===== src/verilog/ivp_pkg.sv =====
// Constants shared by the interrupt vector placement block.
// Assumes a 32-bit APB slave port and 12-bit program word addresses.
package ivp_pkg;

  localparam int           ADDR_W              = 12;
  localparam int           PC_W                = 12;
  localparam int           IRQ_NUM_W           = 5;

  // The control register sits alone in the slave's address range.
  localparam logic [11:0]  MCU_CONTROL_OFFSET  = 12'h000;
  localparam logic [7:0]   MCU_CONTROL_RESET   = 8'h00;

  // Bit positions in the control register.
  localparam int           CHANGE_ENABLE_BIT   = 0;
  localparam int           BASE_SELECT_BIT     = 1;
  localparam int           SPARE_LO_BIT        = 2;
  localparam int           SPARE_HI_BIT        = 4;
  localparam int           SPARE_W             = 3;

  // Length of the change window, in core clock cycles.
  localparam int           WINDOW_CYCLES       = 4;
  localparam int           WINDOW_W            = 3;
  localparam logic [2:0]   WINDOW_LOAD         = 3'h4;

  // Fuse code and start word address of the fixed 2K boot section, and the application start.
  localparam logic [1:0]   BOOT_SIZE_2K        = 2'h0;
  localparam logic [11:0]  BOOT_START_2K       = 12'hC00;
  localparam logic [11:0]  APP_START           = 12'h000;

  typedef enum logic [1:0] {
    IVP_IDLE,
    IVP_WINDOW,
    IVP_HOLD
  } ivp_seq_t;

endpackage : ivp_pkg


===== src/verilog/ivp_top.sv =====
// Interrupt vector placement: control register, timed change window,
// interrupt blocking and vector/reset address generation.
// Assumes APB from the core, fuse and lock levels stable, and a one-cycle
// instruction retire pulse from the core.
`timescale 1ns/100ps
`default_nettype none
module ivp_top #(
  parameter logic [11:0] BOOT_START_1 = 12'hE00,
  parameter logic [11:0] BOOT_START_2 = 12'hF00,
  parameter logic [11:0] BOOT_START_3 = 12'hF80
) (
  input  wire logic        CLK_I,
  input  wire logic        SRST_I,
  input  wire logic        PSEL_I,
  input  wire logic        PENABLE_I,
  input  wire logic        PWRITE_I,
  input  wire logic [11:0] PADDR_I,
  input  wire logic [31:0] PWDATA_I,
  input  wire logic [3:0]  PSTRB_I,
  output logic [31:0]      PRDATA_O,
  output logic             PREADY_O,
  output logic             PSLVERR_O,
  input  wire logic [1:0]  BOOT_SIZE_FUSES_I,
  input  wire logic        BOOT_RESET_PROG_I,
  input  wire logic        APP_LOCK_PROG_I,
  input  wire logic        BOOT_LOCK_PROG_I,
  input  wire logic [11:0] PC_I,
  input  wire logic        INSN_RETIRE_I,
  input  wire logic        GIE_I,
  input  wire logic [4:0]  IRQ_NUM_I,
  output logic [11:0]      VECTOR_BASE_O,
  output logic [11:0]      VECTOR_ADDR_O,
  output logic [11:0]      RESET_ADDR_O,
  output logic [2:0]       SPARE_CTRL_O,
  output logic             IRQ_BLOCK_O,
  output logic             IRQ_ENABLE_O
);

  logic                     hit;
  logic                     wr_taken;
  logic                     ce_write;
  logic                     sel_write;
  logic                     base_select;
  logic [ivp_pkg::SPARE_W-1:0] spare;
  logic [ivp_pkg::WINDOW_W-1:0] win_count;
  logic                     win_active;
  logic                     post_hold;
  logic                     seq_block;
  logic                     lock_block;
  logic                     in_boot;
  logic [11:0]              boot_start;
  logic [7:0]               reg_value;
  logic [11:0]              next_vector_addr;
  ivp_pkg::ivp_seq_t        seq_state;

  assign hit      = (PADDR_I == ivp_pkg::MCU_CONTROL_OFFSET);
  // The register lives in byte lane 0, so only that strobe commits a write.
  assign wr_taken = PSEL_I && PENABLE_I && PWRITE_I && hit && PSTRB_I[0];
  assign ce_write = wr_taken && PWDATA_I[ivp_pkg::CHANGE_ENABLE_BIT];
  assign sel_write = wr_taken && !PWDATA_I[ivp_pkg::CHANGE_ENABLE_BIT] && win_active;

  assign PREADY_O  = 1'b1;
  assign PSLVERR_O = PSEL_I && PENABLE_I && !hit;

  // Boot section start from the fuse code; only the 2K code is fixed.
  always_comb begin
    unique case (BOOT_SIZE_FUSES_I)
      ivp_pkg::BOOT_SIZE_2K: boot_start = ivp_pkg::BOOT_START_2K;
      2'h1:                  boot_start = BOOT_START_1;
      2'h2:                  boot_start = BOOT_START_2;
      2'h3:                  boot_start = BOOT_START_3;
    endcase
  end

  ivp_window_timer #(
    .CNT_W (ivp_pkg::WINDOW_W),
    .LOAD  (ivp_pkg::WINDOW_LOAD)
  ) u_window (
    .clk_i    (CLK_I),
    .srst_i   (SRST_I),
    .load_i   (ce_write),
    .clear_i  (sel_write),
    .count_o  (win_count),
    .active_o (win_active)
  );

  // A select write in an open window is the only path that changes placement.
  always_ff @(posedge CLK_I) begin
    if (SRST_I) begin
      base_select <= ivp_pkg::MCU_CONTROL_RESET[ivp_pkg::BASE_SELECT_BIT];
    end else if (sel_write) begin
      base_select <= PWDATA_I[ivp_pkg::BASE_SELECT_BIT];
    end
  end

  // The remaining low bits are plain storage handed to neighbouring logic.
  always_ff @(posedge CLK_I) begin
    if (SRST_I) begin
      spare <= ivp_pkg::MCU_CONTROL_RESET[ivp_pkg::SPARE_HI_BIT:ivp_pkg::SPARE_LO_BIT];
    end else if (wr_taken) begin
      spare <= PWDATA_I[ivp_pkg::SPARE_HI_BIT:ivp_pkg::SPARE_LO_BIT];
    end
  end

  // After the select write the block persists until one more instruction retires.
  // A retire in the write cycle itself belongs to the writing instruction.
  always_ff @(posedge CLK_I) begin
    if (SRST_I) begin
      post_hold <= 1'b0;
    end else if (sel_write) begin
      post_hold <= 1'b1;
    end else if (ce_write) begin
      post_hold <= 1'b0;
    end else if (INSN_RETIRE_I) begin
      post_hold <= 1'b0;
    end
  end

  // The sequence state mirrors the timer and hold flag for the checks below; it drives no output.
  always_ff @(posedge CLK_I) begin
    if (SRST_I) begin
      seq_state <= ivp_pkg::IVP_IDLE;
    end else if (ce_write) begin
      seq_state <= ivp_pkg::IVP_WINDOW;
    end else if (sel_write) begin
      seq_state <= ivp_pkg::IVP_HOLD;
    end else begin
      unique case (seq_state)
        ivp_pkg::IVP_IDLE:   seq_state <= ivp_pkg::IVP_IDLE;
        ivp_pkg::IVP_WINDOW: begin
          if (win_count == ivp_pkg::WINDOW_W'(1)) begin
            seq_state <= ivp_pkg::IVP_IDLE;
          end
        end
        ivp_pkg::IVP_HOLD:   begin
          if (INSN_RETIRE_I) begin
            seq_state <= ivp_pkg::IVP_IDLE;
          end
        end
      endcase
    end
  end

  // The enable write cycle itself is already blocked.
  assign seq_block = ce_write || win_active || post_hold;

  // Everything from the boot start word upward counts as the boot section.
  assign in_boot    = (PC_I >= boot_start);
  assign lock_block = (base_select && APP_LOCK_PROG_I && !in_boot)
                   || (!base_select && BOOT_LOCK_PROG_I && in_boot);

  assign IRQ_BLOCK_O = seq_block || lock_block;
  // The core's global flag is only gated here, never written back.
  assign IRQ_ENABLE_O = GIE_I && !IRQ_BLOCK_O;

  assign VECTOR_BASE_O = base_select ? boot_start : ivp_pkg::APP_START;
  assign RESET_ADDR_O  = BOOT_RESET_PROG_I ? boot_start : ivp_pkg::APP_START;
  assign SPARE_CTRL_O  = spare;

  assign next_vector_addr = VECTOR_BASE_O + {7'h00, IRQ_NUM_I};

  always_ff @(posedge CLK_I) begin
    if (SRST_I) begin
      VECTOR_ADDR_O <= ivp_pkg::APP_START;
    end else begin
      VECTOR_ADDR_O <= next_vector_addr;
    end
  end

  assign reg_value = {3'h0, spare, base_select, win_active};

  // Read data is captured in the setup phase so the access phase needs no wait.
  always_ff @(posedge CLK_I) begin
    if (SRST_I) begin
      PRDATA_O <= 32'h0000_0000;
    end else if (PSEL_I && !PENABLE_I && !PWRITE_I) begin
      PRDATA_O <= hit ? {24'h00_0000, reg_value} : 32'h0000_0000;
    end
  end

  window_load_a: assert property (@(posedge CLK_I) disable iff (SRST_I)
    ce_write |=> (win_count == 3'h4))
    else $error("window not loaded with four cycles");

  window_count_a: assert property (@(posedge CLK_I) disable iff (SRST_I)
    (win_active && !wr_taken) |=> (win_count == $past(win_count) - 3'h1))
    else $error("window count did not step down");

  select_locked_a: assert property (@(posedge CLK_I) disable iff (SRST_I)
    (wr_taken && !win_active) |=> (base_select == $past(base_select)))
    else $error("select changed outside window");

  select_update_a: assert property (@(posedge CLK_I) disable iff (SRST_I)
    sel_write |=> (base_select == $past(PWDATA_I[1])) && !win_active)
    else $error("select write in window not applied");

  block_set_cycle_a: assert property (@(posedge CLK_I) disable iff (SRST_I)
    ce_write |-> IRQ_BLOCK_O ##1 IRQ_BLOCK_O)
    else $error("interrupts not blocked at enable");

  block_hold_a: assert property (@(posedge CLK_I) disable iff (SRST_I)
    ((sel_write || (post_hold && !INSN_RETIRE_I)) && !ce_write) |=> IRQ_BLOCK_O)
    else $error("block lifted before next instruction");

  block_release_a: assert property (@(posedge CLK_I) disable iff (SRST_I)
    (win_count == 3'h1 && !wr_taken && !post_hold) ##1 !wr_taken |-> !seq_block)
    else $error("block did not lift after four cycles");

  gie_gate_a: assert property (@(posedge CLK_I) disable iff (SRST_I)
    IRQ_ENABLE_O == (GIE_I && !IRQ_BLOCK_O))
    else $error("global flag gating wrong");

  base_place_a: assert property (@(posedge CLK_I) disable iff (SRST_I)
    VECTOR_BASE_O == (base_select ? boot_start : 12'h000))
    else $error("vector base wrong");

  app_lock_a: assert property (@(posedge CLK_I) disable iff (SRST_I)
    (base_select && APP_LOCK_PROG_I && PC_I < boot_start) |-> !IRQ_ENABLE_O)
    else $error("application lock did not block");

  boot_lock_a: assert property (@(posedge CLK_I) disable iff (SRST_I)
    (!base_select && BOOT_LOCK_PROG_I && PC_I >= boot_start) |-> !IRQ_ENABLE_O)
    else $error("boot lock did not block");

  reset_addr_a: assert property (@(posedge CLK_I) disable iff (SRST_I)
    (BOOT_RESET_PROG_I && BOOT_SIZE_FUSES_I == 2'h0) |-> RESET_ADDR_O == 12'hC00)
    else $error("boot reset address wrong");

  vector_addr_a: assert property (@(posedge CLK_I) disable iff (SRST_I)
    (base_select && BOOT_SIZE_FUSES_I == 2'h0 && IRQ_NUM_I == 5'h1F)
      |=> VECTOR_ADDR_O == 12'hC1F)
    else $error("last relocated vector address wrong");

  // The sequence state, stepped by the window count, must agree with the window and the hold flag.
  seq_state_a: assert property (@(posedge CLK_I) disable iff (SRST_I)
    (seq_state != ivp_pkg::IVP_IDLE) == (win_active || post_hold))
    else $error("sequence state disagrees with window and hold");

  block_clear_a: assert property (@(posedge CLK_I) disable iff (SRST_I)
    (post_hold && INSN_RETIRE_I) |=> !post_hold)
    else $error("hold not released by retire");

  window_close_a: assert property (@(posedge CLK_I) disable iff (SRST_I)
    (win_count == 3'h1 && !ce_write) |=> !win_active)
    else $error("window stayed open past four cycles");

  block_window_a: assert property (@(posedge CLK_I) disable iff (SRST_I)
    win_active |-> (IRQ_BLOCK_O && !IRQ_ENABLE_O))
    else $error("interrupts not blocked in window");

  select_steady_a: assert property (@(posedge CLK_I) disable iff (SRST_I)
    !wr_taken |=> (base_select == $past(base_select)))
    else $error("select changed without a write");

  // Bus side: lane 0 qualifies every write, and read data come from the setup cycle.
  strobe_guard_a: assert property (@(posedge CLK_I) disable iff (SRST_I)
    (PSEL_I && PENABLE_I && PWRITE_I && !PSTRB_I[0])
      |=> (base_select == $past(base_select)) && (spare == $past(spare)))
    else $error("write without lane zero changed register");

  spare_write_a: assert property (@(posedge CLK_I) disable iff (SRST_I)
    wr_taken |=> (SPARE_CTRL_O ==
      $past(PWDATA_I[ivp_pkg::SPARE_HI_BIT:ivp_pkg::SPARE_LO_BIT])))
    else $error("spare bits not written");

  prdata_capture_a: assert property (@(posedge CLK_I) disable iff (SRST_I)
    (PSEL_I && !PENABLE_I && !PWRITE_I && hit)
      |=> (PRDATA_O == {24'h00_0000, $past(reg_value)}))
    else $error("read data not captured in setup");

  slave_answer_a: assert property (@(posedge CLK_I) disable iff (SRST_I)
    (PSEL_I && PENABLE_I && hit) |-> (PREADY_O && !PSLVERR_O))
    else $error("mapped access not answered cleanly");

  // Address generation for the fixed 2K boot section and the application reset address.
  boot_base_a: assert property (@(posedge CLK_I) disable iff (SRST_I)
    (base_select && BOOT_SIZE_FUSES_I == 2'h0) |-> (VECTOR_BASE_O == 12'hC00))
    else $error("relocated base wrong for 2K section");

  reset_app_a: assert property (@(posedge CLK_I) disable iff (SRST_I)
    !BOOT_RESET_PROG_I |-> (RESET_ADDR_O == 12'h000))
    else $error("application reset address wrong");

  first_vector_a: assert property (@(posedge CLK_I) disable iff (SRST_I)
    (base_select && BOOT_SIZE_FUSES_I == 2'h0 && IRQ_NUM_I == 5'h01)
      |=> VECTOR_ADDR_O == 12'hC01)
    else $error("first relocated vector address wrong");

endmodule : ivp_top
`default_nettype wire


===== src/verilog/ivp_window_timer.sv =====
// Down counter that holds the change window open for a fixed count.
// Assumes load and clear are single-cycle pulses on the core clock.
`timescale 1ns/100ps
`default_nettype none
module ivp_window_timer #(
  parameter int         CNT_W = 3,
  parameter logic [2:0] LOAD  = 3'h4
) (
  input  wire logic             clk_i,
  input  wire logic             srst_i,
  input  wire logic             load_i,
  input  wire logic             clear_i,
  output logic [CNT_W-1:0]      count_o,
  output logic                  active_o
);

  // A reload while open restarts the full count.
  always_ff @(posedge clk_i) begin
    if (srst_i) begin
      count_o <= '0;
    end else if (load_i) begin
      count_o <= CNT_W'(LOAD);
    end else if (clear_i) begin
      count_o <= '0;
    end else if (count_o != '0) begin
      count_o <= count_o - CNT_W'(1);
    end
  end

  assign active_o = (count_o != '0);

endmodule : ivp_window_timer
`default_nettype wire


===== config.mk =====
export PLATFORM = sky130hd
export DESIGN_NAME = ivp_top
export DESIGN_NICKNAME = d
export VERILOG_FILES = /design/src/verilog/ivp_pkg.sv /design/src/verilog/ivp_top.sv /design/src/verilog/ivp_window_timer.sv
export SDC_FILE = /design/constraint.sdc
export NUM_CORES = 1
export LEC_CHECK = 0
export ABC_AREA = 1
export BUFFER_PORTS_ARGS = -buffer_cell sky130_fd_sc_hd__buf_2
export CORE_UTILIZATION = 32
export CTS_BUF_LIST = sky130_fd_sc_hd__clkbuf_16
export CTS_CLUSTER_SIZE = 40
export DETAILED_ROUTE_END_ITERATION = 7
export PLACE_DENSITY = 0.76
export REMOVE_ABC_BUFFERS = 1
export SYNTH_ARGS = -nofsm -noshare
export SYNTH_HDL_FRONTEND = slang
export SYNTH_SLANG_ARGS = --single-unit

===== constraint.sdc =====
create_clock -name CLK_I -period 1.28 [get_ports CLK_I]
set_clock_uncertainty 0.2 [all_clocks]
set_input_delay 0.128 -clock CLK_I [delete_from_list [all_inputs] [get_ports CLK_I]]
set_output_delay 0.128 -clock CLK_I [all_outputs]
set_load 0.01 [all_outputs]

==> impl_metrics.py <==
metrics = {
    "critical_path": {
        "path_buf_inv": 3,
        "worst_ep_required_time_ns": 0.95,
        "worstSetupPathType": "in -> out",
        "cp_slowest_cell": "ha_4",
        "cp_data_arrival_time_ns": 1.35,
        "cp_cell_sequence": "buf_8 > nor2_4 > ha_4 > nand2_2 > nand2_1 > nand3_1 > nand2_1 > inv_2 > nand2_1 > nand2_1 > nand2_1 > nor3_2 > buf_2",
        "cpMostUsedCell": "nand2_1",
        "crit_path_start_kind": "input port",
        "timing.critical_path.to_type": "output pin",
        "timing.critical_path.max_delay_family": "simple AND/OR/NAND/NOR gates",
        "worst-path-max-fanout": 2,
        "critPathMaxStageDelay_ns": 0.21,
    },
    "synthesis": {
        "syn-cell-area_sq_um": 1500,
        "synthDominantAreaCellType": "dfxtp_1",
        "post_synth_edffs": 0,
        "synth-seq-cells": 22,
        "synth_top_cells_by_count": "49 x buf_4, 30 x nor2_1, 29 x inv_1, 27 x nand2_1, 22 x dfxtp_1",
        "fraction_of_the_yosys_area_taken_by_sequential_cells_pct": 29.4,
        "post_synth_main_area_contributors": "dfxtp_1 29%, buf_4 25%, nor2_1 7.5%, inv_1 7.3%, nand2_1 6.8%",
        "post_synth_inst_count": 208,
        "synth.lib_cells_used.distinct": 26,
        "async_reset_ff_share_pct": 0,
        "ys_dominant_reg_cell": "dfxtp_1",
        "syn-mean-instance-area_sq_um": 7.20,
        "synth.most_common_cell": "buf_4",
        "share_of_yosys_cell_area_claimed_by_the_top_area_cell_type_pct": 29.4,
        "yosysWarningCount": 0,
    },
    "finish": {
        "layout_overhead_on_the_synthesized_area_pct": 52.7,
        "finalNetCount": 399,
        "final_layout_size_suffix_gt1_share_pct": 47.2,
        "ant_diodes": 0,
        "final_design_area_no_fill_sq_um": 2290,
        "fillers": 415,
    },
    "die": {
        "chipHeight_um": 70.4,
        "die_area_sq_um": 4960,
        "core_area_sq_um": 4410,
        "die-width_um": 70.4,
        "rows": 24,
        "num_io_pins": 152,
        "initial_core_util_pct": 33.9,
    },
    "global_route": {
        "grt_start_max_net_pins": 13,
        "track_usage_pct": 13.9,
        "grt_antenna_before_repair": 0,
        "grt.overflow.total": 0,
        "vias_in_the_first_global_route": 1301,
        "global_route_wire_length_before_repair_um": 5500,
    },
    "pwr": {
        "pwr_density_cell_nw_per_um2": 1120,
        "worst_ir_drop_vdd_mv": 0.626,
        "total_leakage_power_nw": 1.26,
    },
    "run": {
        "cap_viol_max_count": 0,
    },
    "sta": {
        "setup_viol": 6,
        "timing.final.max_slew_violations": 0,
        "totalNegativeSetupSlack_ns": -1.02,
        "fin_worst_hold_slack_ns": 0.00356,
        "rsz0062_at_grt": "yes",
        "period_share_pct": 131,
        "f_max_mhz": 597,
        "layout_setup_ws_ns": -0.394,
        "hold_viol": 0,
        "min_period_ns": 1.67,
    },
    "routing": {
        "remaining_drc_errors": 0,
        "drtAntennaViolNets": 0,
        "detailroute.via_count": 1512,
        "dr.pass1.iters": 3,
        "top_layer_used": "met4",
        "wl_met2_um": 1820,
        "initialDrtViolationCount": 66,
        "viasPerCell": 4.11,
        "wirelength_um": 3590,
        "drt-wirelength-per-cell_um": 9.76,
        "route.layer.met1.wl_um": 1390,
        "wl_met3_um": 365,
    },
    "cts": {
        "clock_tree.buffer_depth": 2,
        "cts_tree": "built",
        "clock_sinks": 22,
        "cts_made_buffers": 3,
        "clock_tree.htree_level_count": 1,
        "clk-insertion-delay-late_ns": 0.26,
        "clock_tree.root_cell": "clkbuf_16",
        "clkTransAtPathRegs_ns": 0.06,
    },
    "placed_design": {
        "numPortBuffers": 77,
        "hpwlAfterDp_um": 2640,
        "place_congestion": 0.746,
        "post_dp_cell_area_sq_um": 1850,
        "place_ws_ns": -0.451,
    },
    "status": {
        "run_status": "finished, violations left",
        "violations": "negative setup slack",
    },
    "hold_path": {
        "hold_path.class": "in -> reg",
    },
}
[stage by stage]
step | cells | power [mW] | utilization (%)
floorplan | 199 | 1.19 | -
global placement | 345 | 1.50 | 41.9
detailed placement | 345 | 1.51 | 41.9
CTS | 362 | 2.45 | 49.1
global route | 368 | 2.73 | 51.8
finish | 368 | 2.56 | 51.8
[flip-flops by register name, summed over array words and instances, names as in the netlist]
name / cells
u_window.count_o: 3
post_hold: 1
VECTOR_ADDR_O: 9
SPARE_CTRL_O: 3
base_select: 1
PRDATA_O: 5
[worst register-to-register path: cells and delay by family (launching register included)]
kind / cells / cell delay (ns)
compound gates: 2 / 0.25
fa+ha+maj: 1 / 0.16
buf+inv: 3 / 0.30
flops: 1 / 0.32
simple gates: 1 / 0.10
[final cells by class]
type | instances | area [sq um] | area share [%]
Timing Repair Buffer | 113 | 711 | 31.1
Clock inverter | 1 | 3.75 | 0.164
Tap cell | 52 | 65.1 | 2.84
Sequential cell | 22 | 447 | 19.5
Inverter | 29 | 109 | 4.76
Clock buffer | 3 | 75.1 | 3.28
Multi-Input combinational cell | 148 | 877 | 38.3
[path summary, 6_finish.rpt]
kind | from | endpoint | slack, ns | cells after the start
max | BOOT_SIZE_FUSES_I[0] | IRQ_ENABLE_O | -0.39 | 13
min | PWDATA_I[1] | base_select | 0.004 | 5
max reg2reg | u_window.count_o[0] | u_window.count_o[2] | -0.12 | 7
min reg2reg | SPARE_CTRL_O[1] | SPARE_CTRL_O[1] | 0.26 | 2
[cell usage in the layout, fill, tap and decap left out, drive strengths merged]
cell type / n
a211oi: 1
a21oi: 11
and2: 2
buf: 105
clkbuf: 3
clkinv: 1
conb: 44
dfxtp: 22
dlygate4sd3: 8
ha: 5
inv: 29
mux2i: 1
nand2: 29
nand3: 4
nand3b: 3
nand4: 2
nor2: 33
nor3: 3
nor3b: 1
o21ai: 8
xor2: 1
[layer usage]
metal / GRT usage, % / vias to the layer above
met5: 0 / -
met1: 14.9 / 660
met2: 26.2 / 90
met4: 2.00 / 0
met3: 4.76 / 3
li1: - / 759
[where the power goes]
part | total, mW | switching, mW | internal (mW)
logic | 1.14 | 0.581 | 0.558
registers | 0.765 | 0.0215 | 0.743
clock network | 0.658 | 0.242 | 0.417
[cells by family (layout without fill, tap and decap cells)]
family / Yosys count / count (layout) / share of synthesized area (%)
AND/OR/NAND/NOR: 77 / 77 / 24.7
AO/OA/AOI/OAI: 20 / 20 / 7.10
adder cells (fa/ha/maj): 5 / 5 / 4.18
multiplexers: 1 / 1 / 0.668
XOR/XNOR: 1 / 1 / 0.585
flip-flops: 22 / 22 / 29.4
other: 2 / 44 / 0.501
buffers and inverters: 80 / 146 / 32.8
[what timing repair did]
item | in CTS | in global routing
hold buffers | 8 | 0
setup buffers | 5 | 9
endpoints found under the hold margin | 8 | 0
pin swaps | 19 | 17
gates resized for setup | 34 | 17
setup endpoints to repair | 10 | 12
No activity file was read; power rests on OpenSTA's default activity.
